<file path="src/rtl/css_defs.vh">
// css_defs.vh - constants of the codec start-up sequencer: register indices,
// field positions, reset values and timing figures.
// assumes: included by bare name from rtl/css_startup_seq.v only.
`ifndef CSS_DEFS_VH
`define CSS_DEFS_VH
// ----------------------------------------------------------------------------
// register indices (byte address is four times the index)
// ----------------------------------------------------------------------------
`define CSS_R_STATUS     5'd0
`define CSS_R_INSEL      5'd2
`define CSS_R_GAIN_LO    5'd3
`define CSS_R_GAIN_HI    5'd10
`define CSS_R_MIX_A      5'd13
`define CSS_R_MIX_B      5'd14
`define CSS_R_CLKASSIGN  5'd15
`define CSS_R_CLKGEN_LO  5'd16
`define CSS_R_CLKGEN_HI  5'd24
`define CSS_R_FILTER     5'd25
`define CSS_R_SERIAL     5'd26
`define CSS_R_ENABLE     5'd27
`define CSS_R_POWER      5'd28
`define CSS_R_LAST       5'd28
// ----------------------------------------------------------------------------
// field positions
// ----------------------------------------------------------------------------
`define CSS_ST_CLKRDY    15
`define CSS_ST_PDNSTATE  14
`define CSS_ST_PB1       3
`define CSS_ST_PB2       2
`define CSS_ST_LVALID    1
`define CSS_ST_RVALID    0
`define CSS_PW_PDNREQ    15
`define CSS_PW_AUTOCAL   14
`define CSS_PW_CGEN_HI   13
`define CSS_PW_CGEN_LO   11
`define CSS_PW_CONV_HI   10
`define CSS_PW_CONV_LO   8
`define CSS_PW_BCLK_HI   7
`define CSS_PW_BCLK_LO   5
`define CSS_SR_SLOT      6
`define CSS_SR_SLOTAUX   5
`define CSS_SR_CAPLOCK   4
`define CSS_EN_MIX_D2D1  4
`define CSS_EN_MIX_AD    5
// ----------------------------------------------------------------------------
// reset values
// ----------------------------------------------------------------------------
`define CSS_RST_POWER    16'h8000
`define CSS_RST_ZERO     16'h0000
`define CSS_GAIN_MUTE    16'hFFFF
// ----------------------------------------------------------------------------
// timing
// ----------------------------------------------------------------------------
`define CSS_CLK_MHZ      250
`define CSS_T_SETTLE_US  400
`define CSS_T_WAKE_MS    470
`define CSS_T_CAL_MS     4
`define CSS_FS_DELAY     3'd6
`endif

</file>
<file path="src/rtl/css_startup_seq.v">
// css_startup_seq.v - start-up and power-state sequencer of a serial audio
// codec, with its control registers behind an AXI4-Lite slave.
// assumes: aclk 250 MHz, pins asynchronous to aclk, one AXI master.
//
// The placing of the registers and the AXI4-Lite register port were left to the implementer.
`timescale 1ns/10ps
`include "css_defs.vh"

module css_startup_seq #(
    parameter SETTLE_CYC = `CSS_T_SETTLE_US * `CSS_CLK_MHZ,
    parameter WAKE_CYC   = `CSS_T_WAKE_MS * `CSS_CLK_MHZ * 1000,
    parameter CAL_CYC    = `CSS_T_CAL_MS * `CSS_CLK_MHZ * 1000
) (
    // clock and reset
    input  wire        aclk,
    input  wire        aresetn,
    // axi4-lite write address / data / response
    input  wire [7:0]  s_axi_awaddr,
    input  wire        s_axi_awvalid,
    output reg         s_axi_awready,
    input  wire [31:0] s_axi_wdata,
    input  wire [3:0]  s_axi_wstrb,
    input  wire        s_axi_wvalid,
    output reg         s_axi_wready,
    output reg  [1:0]  s_axi_bresp,
    output reg         s_axi_bvalid,
    input  wire        s_axi_bready,
    // axi4-lite read
    input  wire [7:0]  s_axi_araddr,
    input  wire        s_axi_arvalid,
    output reg         s_axi_arready,
    output reg  [31:0] s_axi_rdata,
    output reg  [1:0]  s_axi_rresp,
    output reg         s_axi_rvalid,
    input  wire        s_axi_rready,
    // pins
    input  wire        frame_sync,
    input  wire [2:0]  conv_clk_pin,
    input  wire        hw_sleep_pin,
    input  wire        bus_role_strap,
    // control outputs
    output reg  [2:0]  clk_gen_enable,
    output reg  [2:0]  conversion_clk_outputs_enable,
    output reg  [2:0]  bit_clk_outputs_enable,
    output reg  [3:0]  converter_running,
    output reg  [1:0]  mix_active,
    output reg         conversion_powerdown_state
);
    // ------------------------------------------------------------------------
    // pin synchronisers: three stages, level moves once stages 2 and 3 agree
    // ------------------------------------------------------------------------
    reg  [5:0] sy1_r;                 // first stage, read only by sy2_r
    reg  [5:0] sy2_r;
    reg  [5:0] sy3_r;
    reg  [5:0] lvl_r;                 // filtered levels
    reg  [5:0] lvl_d_r;               // previous filtered levels
    wire [5:0] pins = {bus_role_strap, hw_sleep_pin, conv_clk_pin, frame_sync};
    wire [5:0] rise = lvl_r & ~lvl_d_r;
    wire       fs_edge  = rise[0];
    wire [2:0] cc_edge  = rise[3:1];
    wire       sleep_lv = lvl_r[4];

    // sampling and filtering of all pins; keeps running through reset so
    // the strap level is already filtered when reset captures it
    always @(posedge aclk) begin
        sy1_r   <= pins;
        sy2_r   <= sy1_r;
        sy3_r   <= sy2_r;
        lvl_r   <= (sy2_r & sy3_r) | (lvl_r & (sy2_r ^ sy3_r));
        lvl_d_r <= lvl_r;
    end

    // ------------------------------------------------------------------------
    // helpers
    // ------------------------------------------------------------------------
    // picks one conversion clock edge by a two-bit assignment code
    function pick_edge(input [2:0] e, input [1:0] s);
        case (s)
            2'd0:    pick_edge = e[0];
            2'd1:    pick_edge = e[1];
            default: pick_edge = e[2];
        endcase
    endfunction

    // merges a 16-bit write under byte strobes
    function [15:0] merge(input [15:0] old, input [15:0] d, input [1:0] st);
        merge = {st[1] ? d[15:8] : old[15:8], st[0] ? d[7:0] : old[7:0]};
    endfunction

    // ------------------------------------------------------------------------
    // clock settling and power state
    // ------------------------------------------------------------------------
    localparam PS_DOWN = 2'd0;        // fully powered down
    localparam PS_WAKE = 2'd1;        // ramping to standby
    localparam PS_CAL  = 2'd2;        // autocalibration
    localparam PS_UP   = 2'd3;        // out of power-down

    reg  [1:0]  ps_r;
    reg  [26:0] ps_cnt_r;             // wake / cal counter
    reg  [16:0] settle_r;             // clock settle counter
    reg         clk_ready_r;
    reg         role_master_r;        // strap caught while reset is held
    reg         cal_need_r;           // calibration owed since hw reset/sleep
    reg  [15:0] regs_r [0:31];        // control register storage
    wire        pdn_req  = regs_r[`CSS_R_POWER][`CSS_PW_PDNREQ];
    wire        force_cal = regs_r[`CSS_R_POWER][`CSS_PW_AUTOCAL];
    wire        pwr_up    = (ps_r == PS_UP);

    // settle counter, strap capture and power state machine
    always @(posedge aclk) begin
        if (!aresetn) begin
            settle_r      <= 17'd0;
            clk_ready_r   <= 1'b0;
            role_master_r <= lvl_r[5];            // strap held through reset
            ps_r          <= PS_DOWN;
            ps_cnt_r      <= 27'd0;
            cal_need_r    <= 1'b1;                // hw reset owes a cal
        end else begin
            // internal clocks count as stable after the settle time
            if (!clk_ready_r) begin
                settle_r <= settle_r + 17'd1;
                if (settle_r >= SETTLE_CYC[16:0] - 17'd1)
                    clk_ready_r <= 1'b1;
            end
            if (sleep_lv) begin
                // sleep pin: drop to power-down, cal owed on release
                ps_r       <= PS_DOWN;
                cal_need_r <= 1'b1;
            end else begin
                case (ps_r)
                    PS_DOWN: begin
                        // leave only once the request bit is cleared
                        if (!pdn_req && clk_ready_r) begin
                            ps_r     <= PS_WAKE;
                            ps_cnt_r <= 27'd0;
                        end
                    end
                    PS_WAKE: begin
                        ps_cnt_r <= ps_cnt_r + 27'd1;
                        if (pdn_req)
                            ps_r <= PS_DOWN;
                        else if (ps_cnt_r >= WAKE_CYC[26:0] - 27'd1) begin
                            ps_cnt_r <= 27'd0;
                            // skip cal after software power-down unless autocal is set
                            ps_r <= (cal_need_r || force_cal) ? PS_CAL : PS_UP;
                        end
                    end
                    PS_CAL: begin
                        ps_cnt_r <= ps_cnt_r + 27'd1;
                        if (pdn_req)
                            ps_r <= PS_DOWN;
                        else if (ps_cnt_r >= CAL_CYC[26:0] - 27'd1) begin
                            ps_r       <= PS_UP;
                            cal_need_r <= 1'b0;
                        end
                    end
                    default: begin
                        if (pdn_req)
                            ps_r <= PS_DOWN;              // software power-down
                    end
                endcase
            end
        end
    end

    // ------------------------------------------------------------------------
    // axi4-lite slave and register file
    // ------------------------------------------------------------------------
    reg        aw_held_r;
    reg        w_held_r;
    reg  [7:0] aw_addr_r;
    reg [15:0] w_data_r;
    reg  [1:0] w_strb_r;
    reg  [3:0] pb_r;                  // {cap r, cap l, pb2, pb1}
    wire [7:0] wa   = aw_held_r ? aw_addr_r : s_axi_awaddr;
    wire [15:0] wd  = w_held_r ? w_data_r : s_axi_wdata[15:0];
    wire [1:0] ws   = w_held_r ? w_strb_r : s_axi_wstrb[1:0];
    wire       aw_ok = aw_held_r | (s_axi_awvalid & s_axi_awready);
    wire       w_ok  = w_held_r | (s_axi_wvalid & s_axi_wready);
    wire       do_wr = aw_ok & w_ok & ~s_axi_bvalid;
    wire [4:0] widx  = wa[6:2];
    wire       wmap  = ~wa[7] && (widx <= `CSS_R_LAST);
    // writes to clock generator, serial and power registers are dropped until clocks are ready
    wire       wlock = !clk_ready_r && (((widx >= `CSS_R_CLKGEN_LO) &&
                       (widx <= `CSS_R_CLKGEN_HI)) || (widx == `CSS_R_SERIAL) ||
                       (widx == `CSS_R_POWER));
    // enable register ignored while powered down
    wire       wdrop = wlock || (widx == `CSS_R_ENABLE && !pwr_up);
    wire [4:0] ridx  = s_axi_araddr[6:2];
    wire       rmap  = ~s_axi_araddr[7] && (ridx <= `CSS_R_LAST);
    wire [15:0] status = {clk_ready_r & role_master_r, pwr_up,
                          10'h000, pb_r[0], pb_r[1], pb_r[2], pb_r[3]};
    wire [5:0] en    = regs_r[`CSS_R_ENABLE][5:0];
    integer    i;

    // write and read channels; stored values read back on the next access
    always @(posedge aclk) begin
        if (!aresetn) begin
            s_axi_awready <= 1'b1;
            s_axi_wready  <= 1'b1;
            s_axi_bvalid  <= 1'b0;
            s_axi_bresp   <= 2'b00;
            s_axi_arready <= 1'b1;
            s_axi_rvalid  <= 1'b0;
            s_axi_rresp   <= 2'b00;
            s_axi_rdata   <= 32'h0000_0000;
            aw_held_r     <= 1'b0;
            w_held_r      <= 1'b0;
            aw_addr_r     <= 8'h00;
            w_data_r      <= 16'h0000;
            w_strb_r      <= 2'b00;
            for (i = 0; i < 32; i = i + 1)
                regs_r[i] <= `CSS_RST_ZERO;
            regs_r[`CSS_R_POWER] <= `CSS_RST_POWER;
            for (i = 3; i <= 10; i = i + 1)
                regs_r[i] <= `CSS_GAIN_MUTE;
        end else begin
            // hold whichever half arrives first
            if (s_axi_awvalid && s_axi_awready && !do_wr) begin
                aw_held_r     <= 1'b1;
                aw_addr_r     <= s_axi_awaddr;
                s_axi_awready <= 1'b0;
            end
            if (s_axi_wvalid && s_axi_wready && !do_wr) begin
                w_held_r     <= 1'b1;
                w_data_r     <= s_axi_wdata[15:0];
                w_strb_r     <= s_axi_wstrb[1:0];
                s_axi_wready <= 1'b0;
            end
            if (do_wr) begin
                aw_held_r     <= 1'b0;
                w_held_r      <= 1'b0;
                s_axi_awready <= 1'b0;
                s_axi_wready  <= 1'b0;
                s_axi_bvalid  <= 1'b1;
                s_axi_bresp   <= wmap ? 2'b00 : 2'b10;
                // dropped writes still answer okay, store nothing
                if (wmap && !wdrop && widx != `CSS_R_STATUS)
                    regs_r[widx] <= merge(regs_r[widx], wd, ws);
            end
            if (s_axi_bvalid && s_axi_bready) begin
                s_axi_bvalid  <= 1'b0;
                s_axi_awready <= 1'b1;
                s_axi_wready  <= 1'b1;
            end
            // read
            if (s_axi_arvalid && s_axi_arready) begin
                s_axi_arready <= 1'b0;
                s_axi_rvalid  <= 1'b1;
                s_axi_rresp   <= rmap ? 2'b00 : 2'b10;
                s_axi_rdata   <= !rmap ? 32'h0000_0000 :
                                 (ridx == `CSS_R_STATUS) ? {16'h0000, status} :
                                 {16'h0000, regs_r[ridx]};
            end
            if (s_axi_rvalid && s_axi_rready) begin
                s_axi_rvalid  <= 1'b0;
                s_axi_arready <= 1'b1;
            end
            // forced defaults while powered down, last assignment wins
            if (!pwr_up) begin
                regs_r[`CSS_R_INSEL]     <= `CSS_RST_ZERO;
                regs_r[`CSS_R_MIX_A]     <= `CSS_RST_ZERO;
                regs_r[`CSS_R_MIX_B]     <= `CSS_RST_ZERO;
                regs_r[`CSS_R_CLKASSIGN] <= `CSS_RST_ZERO;
                regs_r[`CSS_R_FILTER]    <= `CSS_RST_ZERO;
                regs_r[`CSS_R_ENABLE]    <= `CSS_RST_ZERO;
            end
            // gains held muted unless their dac runs
            for (i = 3; i <= 6; i = i + 1)
                if (!converter_running[0])
                    regs_r[i] <= `CSS_GAIN_MUTE;
            for (i = 7; i <= 10; i = i + 1)
                if (!converter_running[1])
                    regs_r[i] <= `CSS_GAIN_MUTE;
        end
    end

    // ------------------------------------------------------------------------
    // conversion start: resources 0 dac1, 1 dac2, 2 adc left, 3 adc right
    // ------------------------------------------------------------------------
    reg  [11:0] fs_cnt_r;             // frame edges since enable, 3 bits each
    reg  [1:0]  pend_r;               // adc sample taken this frame
    reg  [3:0]  armed;                // six frame edges seen
    reg  [3:0]  cc_sel;               // assigned conversion clock edge
    wire [15:0] asg  = regs_r[`CSS_R_CLKASSIGN];
    wire        lock = regs_r[`CSS_R_SERIAL][`CSS_SR_CAPLOCK];
    integer     ci;                   // loop index of the arming logic
    integer     fi;                   // loop index of the start sequence

    // arming and clock selection per resource; both adcs share one clock
    always @* begin
        armed  = 4'h0;
        cc_sel = 4'h0;
        for (ci = 0; ci < 4; ci = ci + 1)
            armed[ci] = (fs_cnt_r[3*ci +: 3] == `CSS_FS_DELAY);
        cc_sel[0] = pick_edge(cc_edge, asg[1:0]);
        cc_sel[1] = pick_edge(cc_edge, asg[3:2]);
        cc_sel[2] = pick_edge(cc_edge, asg[5:4]);
        cc_sel[3] = pick_edge(cc_edge, asg[5:4]);
    end

    // per-resource start sequence, status flags and outputs
    always @(posedge aclk) begin
        if (!aresetn) begin
            fs_cnt_r                      <= 12'h000;
            pend_r                        <= 2'b00;
            pb_r                          <= 4'h0;
            converter_running             <= 4'h0;
            mix_active                    <= 2'b00;
            clk_gen_enable                <= 3'b000;
            conversion_clk_outputs_enable <= 3'b000;
            bit_clk_outputs_enable        <= 3'b000;
            conversion_powerdown_state    <= 1'b1;
        end else begin
            for (fi = 0; fi < 4; fi = fi + 1) begin
                if (!en[fi] || !pwr_up) begin
                    fs_cnt_r[3*fi +: 3]   <= 3'd0;
                    converter_running[fi] <= 1'b0;
                end else begin
                    if (fs_edge && !armed[fi])
                        fs_cnt_r[3*fi +: 3] <= fs_cnt_r[3*fi +: 3] + 3'd1;
                    // first assigned clock edge after sixth frame edge
                    if (armed[fi] && cc_sel[fi])
                        converter_running[fi] <= 1'b1;
                end
            end
            // playback request from the next frame after enable
            pb_r[0] <= en[0] & pwr_up & (pb_r[0] | fs_edge);
            pb_r[1] <= en[1] & pwr_up & (pb_r[1] | fs_edge);
            // adc sample pending; a new sample wins over the frame clear
            pend_r <= (pend_r & {2{~fs_edge}}) | (converter_running[3:2] & cc_sel[3:2]);
            if (fs_edge) begin
                // valid flags per frame; lock aligns both channels
                pb_r[2] <= lock ? (pend_r[0] & pend_r[1]) : pend_r[0];
                pb_r[3] <= lock ? (pend_r[0] & pend_r[1]) : pend_r[1];
            end
            // mixes follow their enable bits at once
            mix_active <= {en[`CSS_EN_MIX_AD], en[`CSS_EN_MIX_D2D1]} & {2{pwr_up}};
            // generator and pin enables from the power register
            clk_gen_enable <= regs_r[`CSS_R_POWER][`CSS_PW_CGEN_HI:`CSS_PW_CGEN_LO];
            conversion_clk_outputs_enable <=
                regs_r[`CSS_R_POWER][`CSS_PW_CONV_HI:`CSS_PW_CONV_LO];
            bit_clk_outputs_enable <= regs_r[`CSS_R_POWER][`CSS_PW_BCLK_HI:`CSS_PW_BCLK_LO];
            conversion_powerdown_state <= ~pwr_up;
        end
    end

endmodule // css_startup_seq

</file>
<file path="config.mk">
export PLATFORM = sky130hd
export DESIGN_NAME = css_startup_seq
export DESIGN_NICKNAME = d
export VERILOG_FILES = /design/src/rtl/css_startup_seq.v
export VERILOG_INCLUDE_DIRS = /design/src /design/src/rtl
export SDC_FILE = /design/constraint.sdc
export NUM_CORES = 1
export LEC_CHECK = 0
export BUFFER_PORTS_ARGS = -buffer_cell sky130_fd_sc_hd__clkbuf_2
export CAP_MARGIN = 40
export CORE_AREA = 2 2 216 324
export DETAILED_ROUTE_END_ITERATION = 10
export DIE_AREA = 0 0 218 326
export PLACE_DENSITY = 0.72
export SETUP_SLACK_MARGIN = 0.15
export SYNTH_ARGS = -nofsm -noshare
export SYNTH_HDL_FRONTEND = slang
export SYNTH_SLANG_ARGS = --single-unit
</file>
<file path="constraint.sdc">
create_clock -name aclk -period 3.73 [get_ports aclk]
set_input_delay 0.1865 -clock aclk [delete_from_list [all_inputs] [get_ports aclk]]
set_output_delay 0.1865 -clock aclk [all_outputs]
set_load 0.01 [all_outputs]
</file>
# --- Word-level counts from Yosys, hierarchy flattened ---
# Memory sizes are Yosys's and may differ from the RTL's.
# Cells that the tools add are included.
word_totals:
  regBits: 180
  ramBits: 512
  inputBits: 65
  out_inout_bits: 57
  elab_cells: 358
  memories: 1
classes:
  n_addsub: 6
  magnitude_cmp: 7
  n_eq_ne: 31
  muxes: 72
  bitwise: 133
  n_reduce_logical: 68
mem_list:
  columns: ["name", "depth", "word_bits", "rd", "rd_clocked_by_memory_dff", "wr", "line_no", "text"]
  rows:
  - ["regs_r", 32, 16, 5, 0, 32, "css_startup_seq.v:104", "reg [15:0] regs_r [0:31];"]
op_table:
  columns: ["cell", "count"]
  rows:
  - ["two-way mux 16 bit", 27]
  - ["two-way mux 27 bit", 3]
  - ["case mux 27 bit (3 select lines)", 1]
  - ["== test 5 bit, second input constant", 16]
  - ["bitwise AND 1 bit", 62]
  - ["NOT 1 bit", 34]
  - ["adder 27 x 1 -> 27 bit, second input constant", 1]
  - ["greater-or-equal comparator 27 x 20 -> 1 bit, second input constant", 1]
  - ["greater-or-equal comparator 27 bit, second input constant", 1]
  - ["OR 1 bit", 27]
  - ["two-way mux 8 bit", 3]
  - ["logical AND 1 bit", 23]
  - ["two-way mux 1 bit", 23]
  - ["two-way mux 2 bit", 10]
  - ["adder 17 x 1 -> 17 bit, second input constant", 1]
  - ["greater-or-equal comparator 17 bit, second input constant", 1]
  - ["OR reduction 16 bit", 1]
  - ["OR reduction 2 bit", 8]
  - ["less-or-equal comparator 5 bit, second input constant", 3]
  - ["zero test 1 bit", 13]
  - ["adder 3 x 1 -> 3 bit, second input constant", 4]
  - ["bitwise AND 6 bit", 2]
  - ["== test 3 bit, second input constant", 4]
  - ["== test 2 x 1 -> 1 bit, second input constant", 4]
  - ["other kinds (24)", 44]

# --- Logic depth before layout (Yosys ltp) ---
depth:
  depth_word: 30
  mapped_depth: 11
  ltp_nobuf: 8

# --- Worst setup path after synthesis ---
# OpenSTA, ideal clock, no wires.
synth_timing:
  path_type: "register to register"
  from: "register aw_held_r"
  to: "memory regs_r[16][0], enable pin"
  setup_time_ps: 398
  arrival_ps: 2702
  required_ps: 3332
  setup_slack_ps: 631
  stages_incl_launch_ff: 10
  n_path_buf: 4
  synth_period_minus_slack_ps: 3099
  path_cell_list: "dfxtp_1 buf_6 buf_6 mux2_1 nor3_1 and4_1 buf_6 nand2_1 buf_2 o41ai_1"
synth_lines:
  columns: ["item", "line_no", "text"]
  rows:
  - ["from (decl)", "css_startup_seq.v:169", "reg aw_held_r;"]
  - ["from (signal assigned)", "css_startup_seq.v:207", "aw_held_r <= 1'b0;"]
  - ["from (signal assigned)", "css_startup_seq.v:220", "aw_held_r <= 1'b1;"]
  - ["from (signal assigned)", "css_startup_seq.v:231", "aw_held_r <= 1'b0;"]
  - ["to (decl)", "css_startup_seq.v:104", null]

==> results by group <==
Synth
  • Main area contributors after synthesis: edfxtp_1 (51%), mux4_2 (12%), dfxtp_1 (10%), nor2_1 (5.1%), nand2_1 (2.3%)
  • Seq cells post-synth: 672
  • Register area share after synthesis: 61.21%
  • FFs w/ async S/R, synth: 0%
  • Synth top area share: 50.73%
  • Main synth FF type: edfxtp_1
  • Post-synthesis instance total: 2344
  • Post-synthesis instance area: 30370 um2
  • Synth Warn #: 0
  • Syn avg cell area: 12.96 um2
  • Yosys cell types: 79
  • EDFF count, synth: 513
  • Largest area contributor in the netlist: edfxtp_1

Route
  • Wire length per cell: 24.08 um
  • Vias per Instance: 5.897
  • Vias: 20520
  • First-pass DRT Iterations: 6
  • Initial drt markers: 2231
  • Detailed-route DRC error count: 0
  • WL final: 83.78 mm
  • ANT nets after route: 0

Layout
  • Syn-to-layout area delta: 13.42%
  • Fillers: 5740
  • Diodes inserted: 0
  • Most common cell after layout, fill and taps aside: edfxtp_1
  • Final #Nets: 2618
  • Register area: 18590 um2
  • Fin cells: 3480
  • Highest-count cells in the layout ignoring fill and taps: edfxtp_1 (513), nor2_1 (409), nand2_1 (190)
  • Multi-input gate area: 11150 um2
  • Share of cells above drive strength 1: 19.22%
  • Layout Utilization: 50.28%

Hold path
  • HP Start: s_axi_araddr[4]
  • Hold EP: s_axi_rresp[1]
  • Cells on Worst Hold Path: 3
  • Worst min path class: in2reg

Place
  • Cells after DPL: 3332
  • Input/output buffers: 81
  • Final Wtd Congestion: 0.9270
  • Dpl hpwl: 60.13 mm

Clocking
  • Worst-Skew Late Latency: 0.64 ns
  • Inserted Clock Buffers: 60
  • Number of H-tree levels: 2
  • Hold_buf cts: 39
  • CTS sink cnt: 672
  • Post-CTS Setup Inserts: 0
  • CTS clk-pin slew, worst paths: 0.07 ns
  • CTS tree: done
  • Root buf cell: clkbuf_16
  • Maximum clock path buffer count: 3
  • # resized after CTS: 0

Setup path
  • Slowest-stage cell, CP: nor3_1
  • Startpoint types: flip-flop
  • Critical Path End Type: flip-flop
  • Reg-to-Reg End: regs_r[26][11]
  • Critical Path Start: aw_held_r
  • Max FO, Critical Path: 18
  • CP max stage delay: 0.41 ns
  • Register-to-Register Path Depth: 9
  • Bufs and invs on worst path: 3
  • Arrival time worst endpoint: 3.52 ns
  • CP Cell Sequence: buf_4 > nor3_1 > nor3_1 > o21ai_0 > and4_2 > buf_4 > nand4_1 > o31ai_1 > buf_4
  • Largest delay contributor family on the critical path: simple AND/OR/NAND/NOR gates
  • Worst flop-to-flop path startpoint: aw_held_r
  • Crit path top cell by count: buf_4
  • Crit path required time: 4.06 ns
  • Register-to-register setup slack: 0.54 ns
  • CP Class: reg2reg

Global route
  • Vias in the first global route: 21080
  • Initial antenna violation count: 1
  • All-Layer GR Usage: 23.62%
  • Congestion Overflow GR: 0
  • First-pass GRT wire length: 125.0 mm
  • Largest net degree at the start of global routing: 54

STA
  • Relative slew margins: 36.00%
  • Unrepaired setup endpoints after global routing: no
  • Endpoints failing setup: 0
  • Skew final: 0.01884 ns
  • Setup_tns: 0 ns
  • Worst slew pin tran: 0.9599 ns
  • F_max: 0.3136 GHz
  • Fin crit share: 85.48%
  • Fin crit period: 3.188 ns
  • Hold Vio Cnt, Final: 0
  • Slew Limit Fails: 0

Die
  • Core box area: 68510 um2
  • Initial core utilization: 44.33%
  • Die H: 326 um
  • Die width: 218 um
  • Num rows: 118
  • # IOs: 122
  • Die area: 71070 um2

Pwr
  • Maximum VDD drop: 0.3957 mV
  • Leakage: 11.57 nW
  • Pwr dens: 450.6 nW/um2
  • Total Power: 15.52 mW

Run
  • Maxcap violations: 0

Run status
  • Status: finished clean
[registers in the layout, summed over array words and instances, names as in the netlist, 3 cells and up]
| signal | cells |
|---|---|
| lvl_r | 6 |
| fs_cnt_r | 12 |
| lvl_d_r | 4 |
| aw_addr_r | 6 |
| regs_r | 512 |
| conversion_clk_outputs_enable | 3 |
| sy3_r | 6 |
| pb_r | 4 |
| converter_running | 4 |
| s_axi_rdata | 16 |
| sy1_r | 6 |
| ps_cnt_r | 27 |
| w_data_r | 16 |
| settle_r | 17 |
| clk_gen_enable | 3 |
| bit_clk_outputs_enable | 3 |
| sy2_r | 6 |
[worst reg2reg max path, cell delays in order, from the launching register on]
cell and delay [ns]:
dfxtp_1 0.36, buf_4 0.20, nor3_1 0.41, nor3_1 0.08
o21ai_0 0.28, and4_2 0.31, buf_4 0.29, nand4_1 0.34
o31ai_1 0.34, buf_4 0.26
[layout make-up]
type / count / share of cell area, %
sequential: 672 / 53.97
multi-input combinational: 1540 / 32.36
clock buffer: 71 / 4.657
timing repair buffer: 219 / 4.657
tap: 900 / 3.269
clock inverter: 38 / 0.6539
inverter: 40 / 0.4359
[synthesized netlist by cell type (all sizes together), types with 14 or more instances]
| master | n |
|---|---|
| a21oi | 136 |
| a22oi | 17 |
| a31oi | 68 |
| and2 | 25 |
| and3 | 14 |
| buf | 91 |
| clkbuf | 82 |
| dfxtp | 159 |
| edfxtp | 513 |
| ha | 20 |
| inv | 40 |
| mux2 | 21 |
| mux2i | 50 |
| mux4 | 157 |
| nand2 | 191 |
| nand2b | 17 |
| nand3 | 47 |
| nand4 | 25 |
| nor2 | 409 |
| nor3 | 31 |
| nor4 | 18 |
| o21ai | 46 |
| o31ai | 23 |
[kinds of logic after synthesis]
| kind of cell | count (synthesis) | synth area share (%) |
|---|---|---|
| buffers and inverters | 213 | 3.280 |
| AND/OR/NAND/NOR | 836 | 12.48 |
| adder cells (fa/ha/maj) | 20 | 0.8240 |
| other | 1 | 0.01235 |
| multiplexers | 228 | 14.07 |
| AO/OA/AOI/OAI | 354 | 7.544 |
| XOR/XNOR | 20 | 0.5768 |
| flip-flops | 672 | 61.21 |
[per-layer routing]
layer,track usage [%],vias up,wire length (um)
li1,-,9094,-
met1,23.70,10170,26350
met2,43.31,948,44700
met3,3.109,306,4954
met4,18.87,2,7763
met5,0,-,13
[worst max-delay path by stage]
stage	end	slack (ns)	cells past startpoint
after CTS	regs_r[9][14]	0.62	7
after global placement	regs_r[26][3]	0.66	9
after global routing	regs_r[24][8]	0.29	9
final	regs_r[26][11]	0.54	9
after detailed placement	regs_r[24][8]	0.65	9
after floorplan	regs_r[16][0]	0.63	9
[report_power, final]
part	total, mW	switching (mW)	internal, mW
logic	1.36	0.882	0.474
clock network	5.87	2.74	3.13
registers	8.29	0.0930	8.20
[stage by stage]
step                setup slack, ns  area, um2  hold WS, ns
detailed placement           0.6465      32220       0.2916
floorplan                    0.6306      30670       0.2142
global route                 0.2925      34440      0.04356
global placement             0.6637      32210       0.2907
finish                       0.5417      34440      0.04915
CTS                          0.6247      34440      0.02230
No activity file was read; power rests on OpenSTA's default activity.
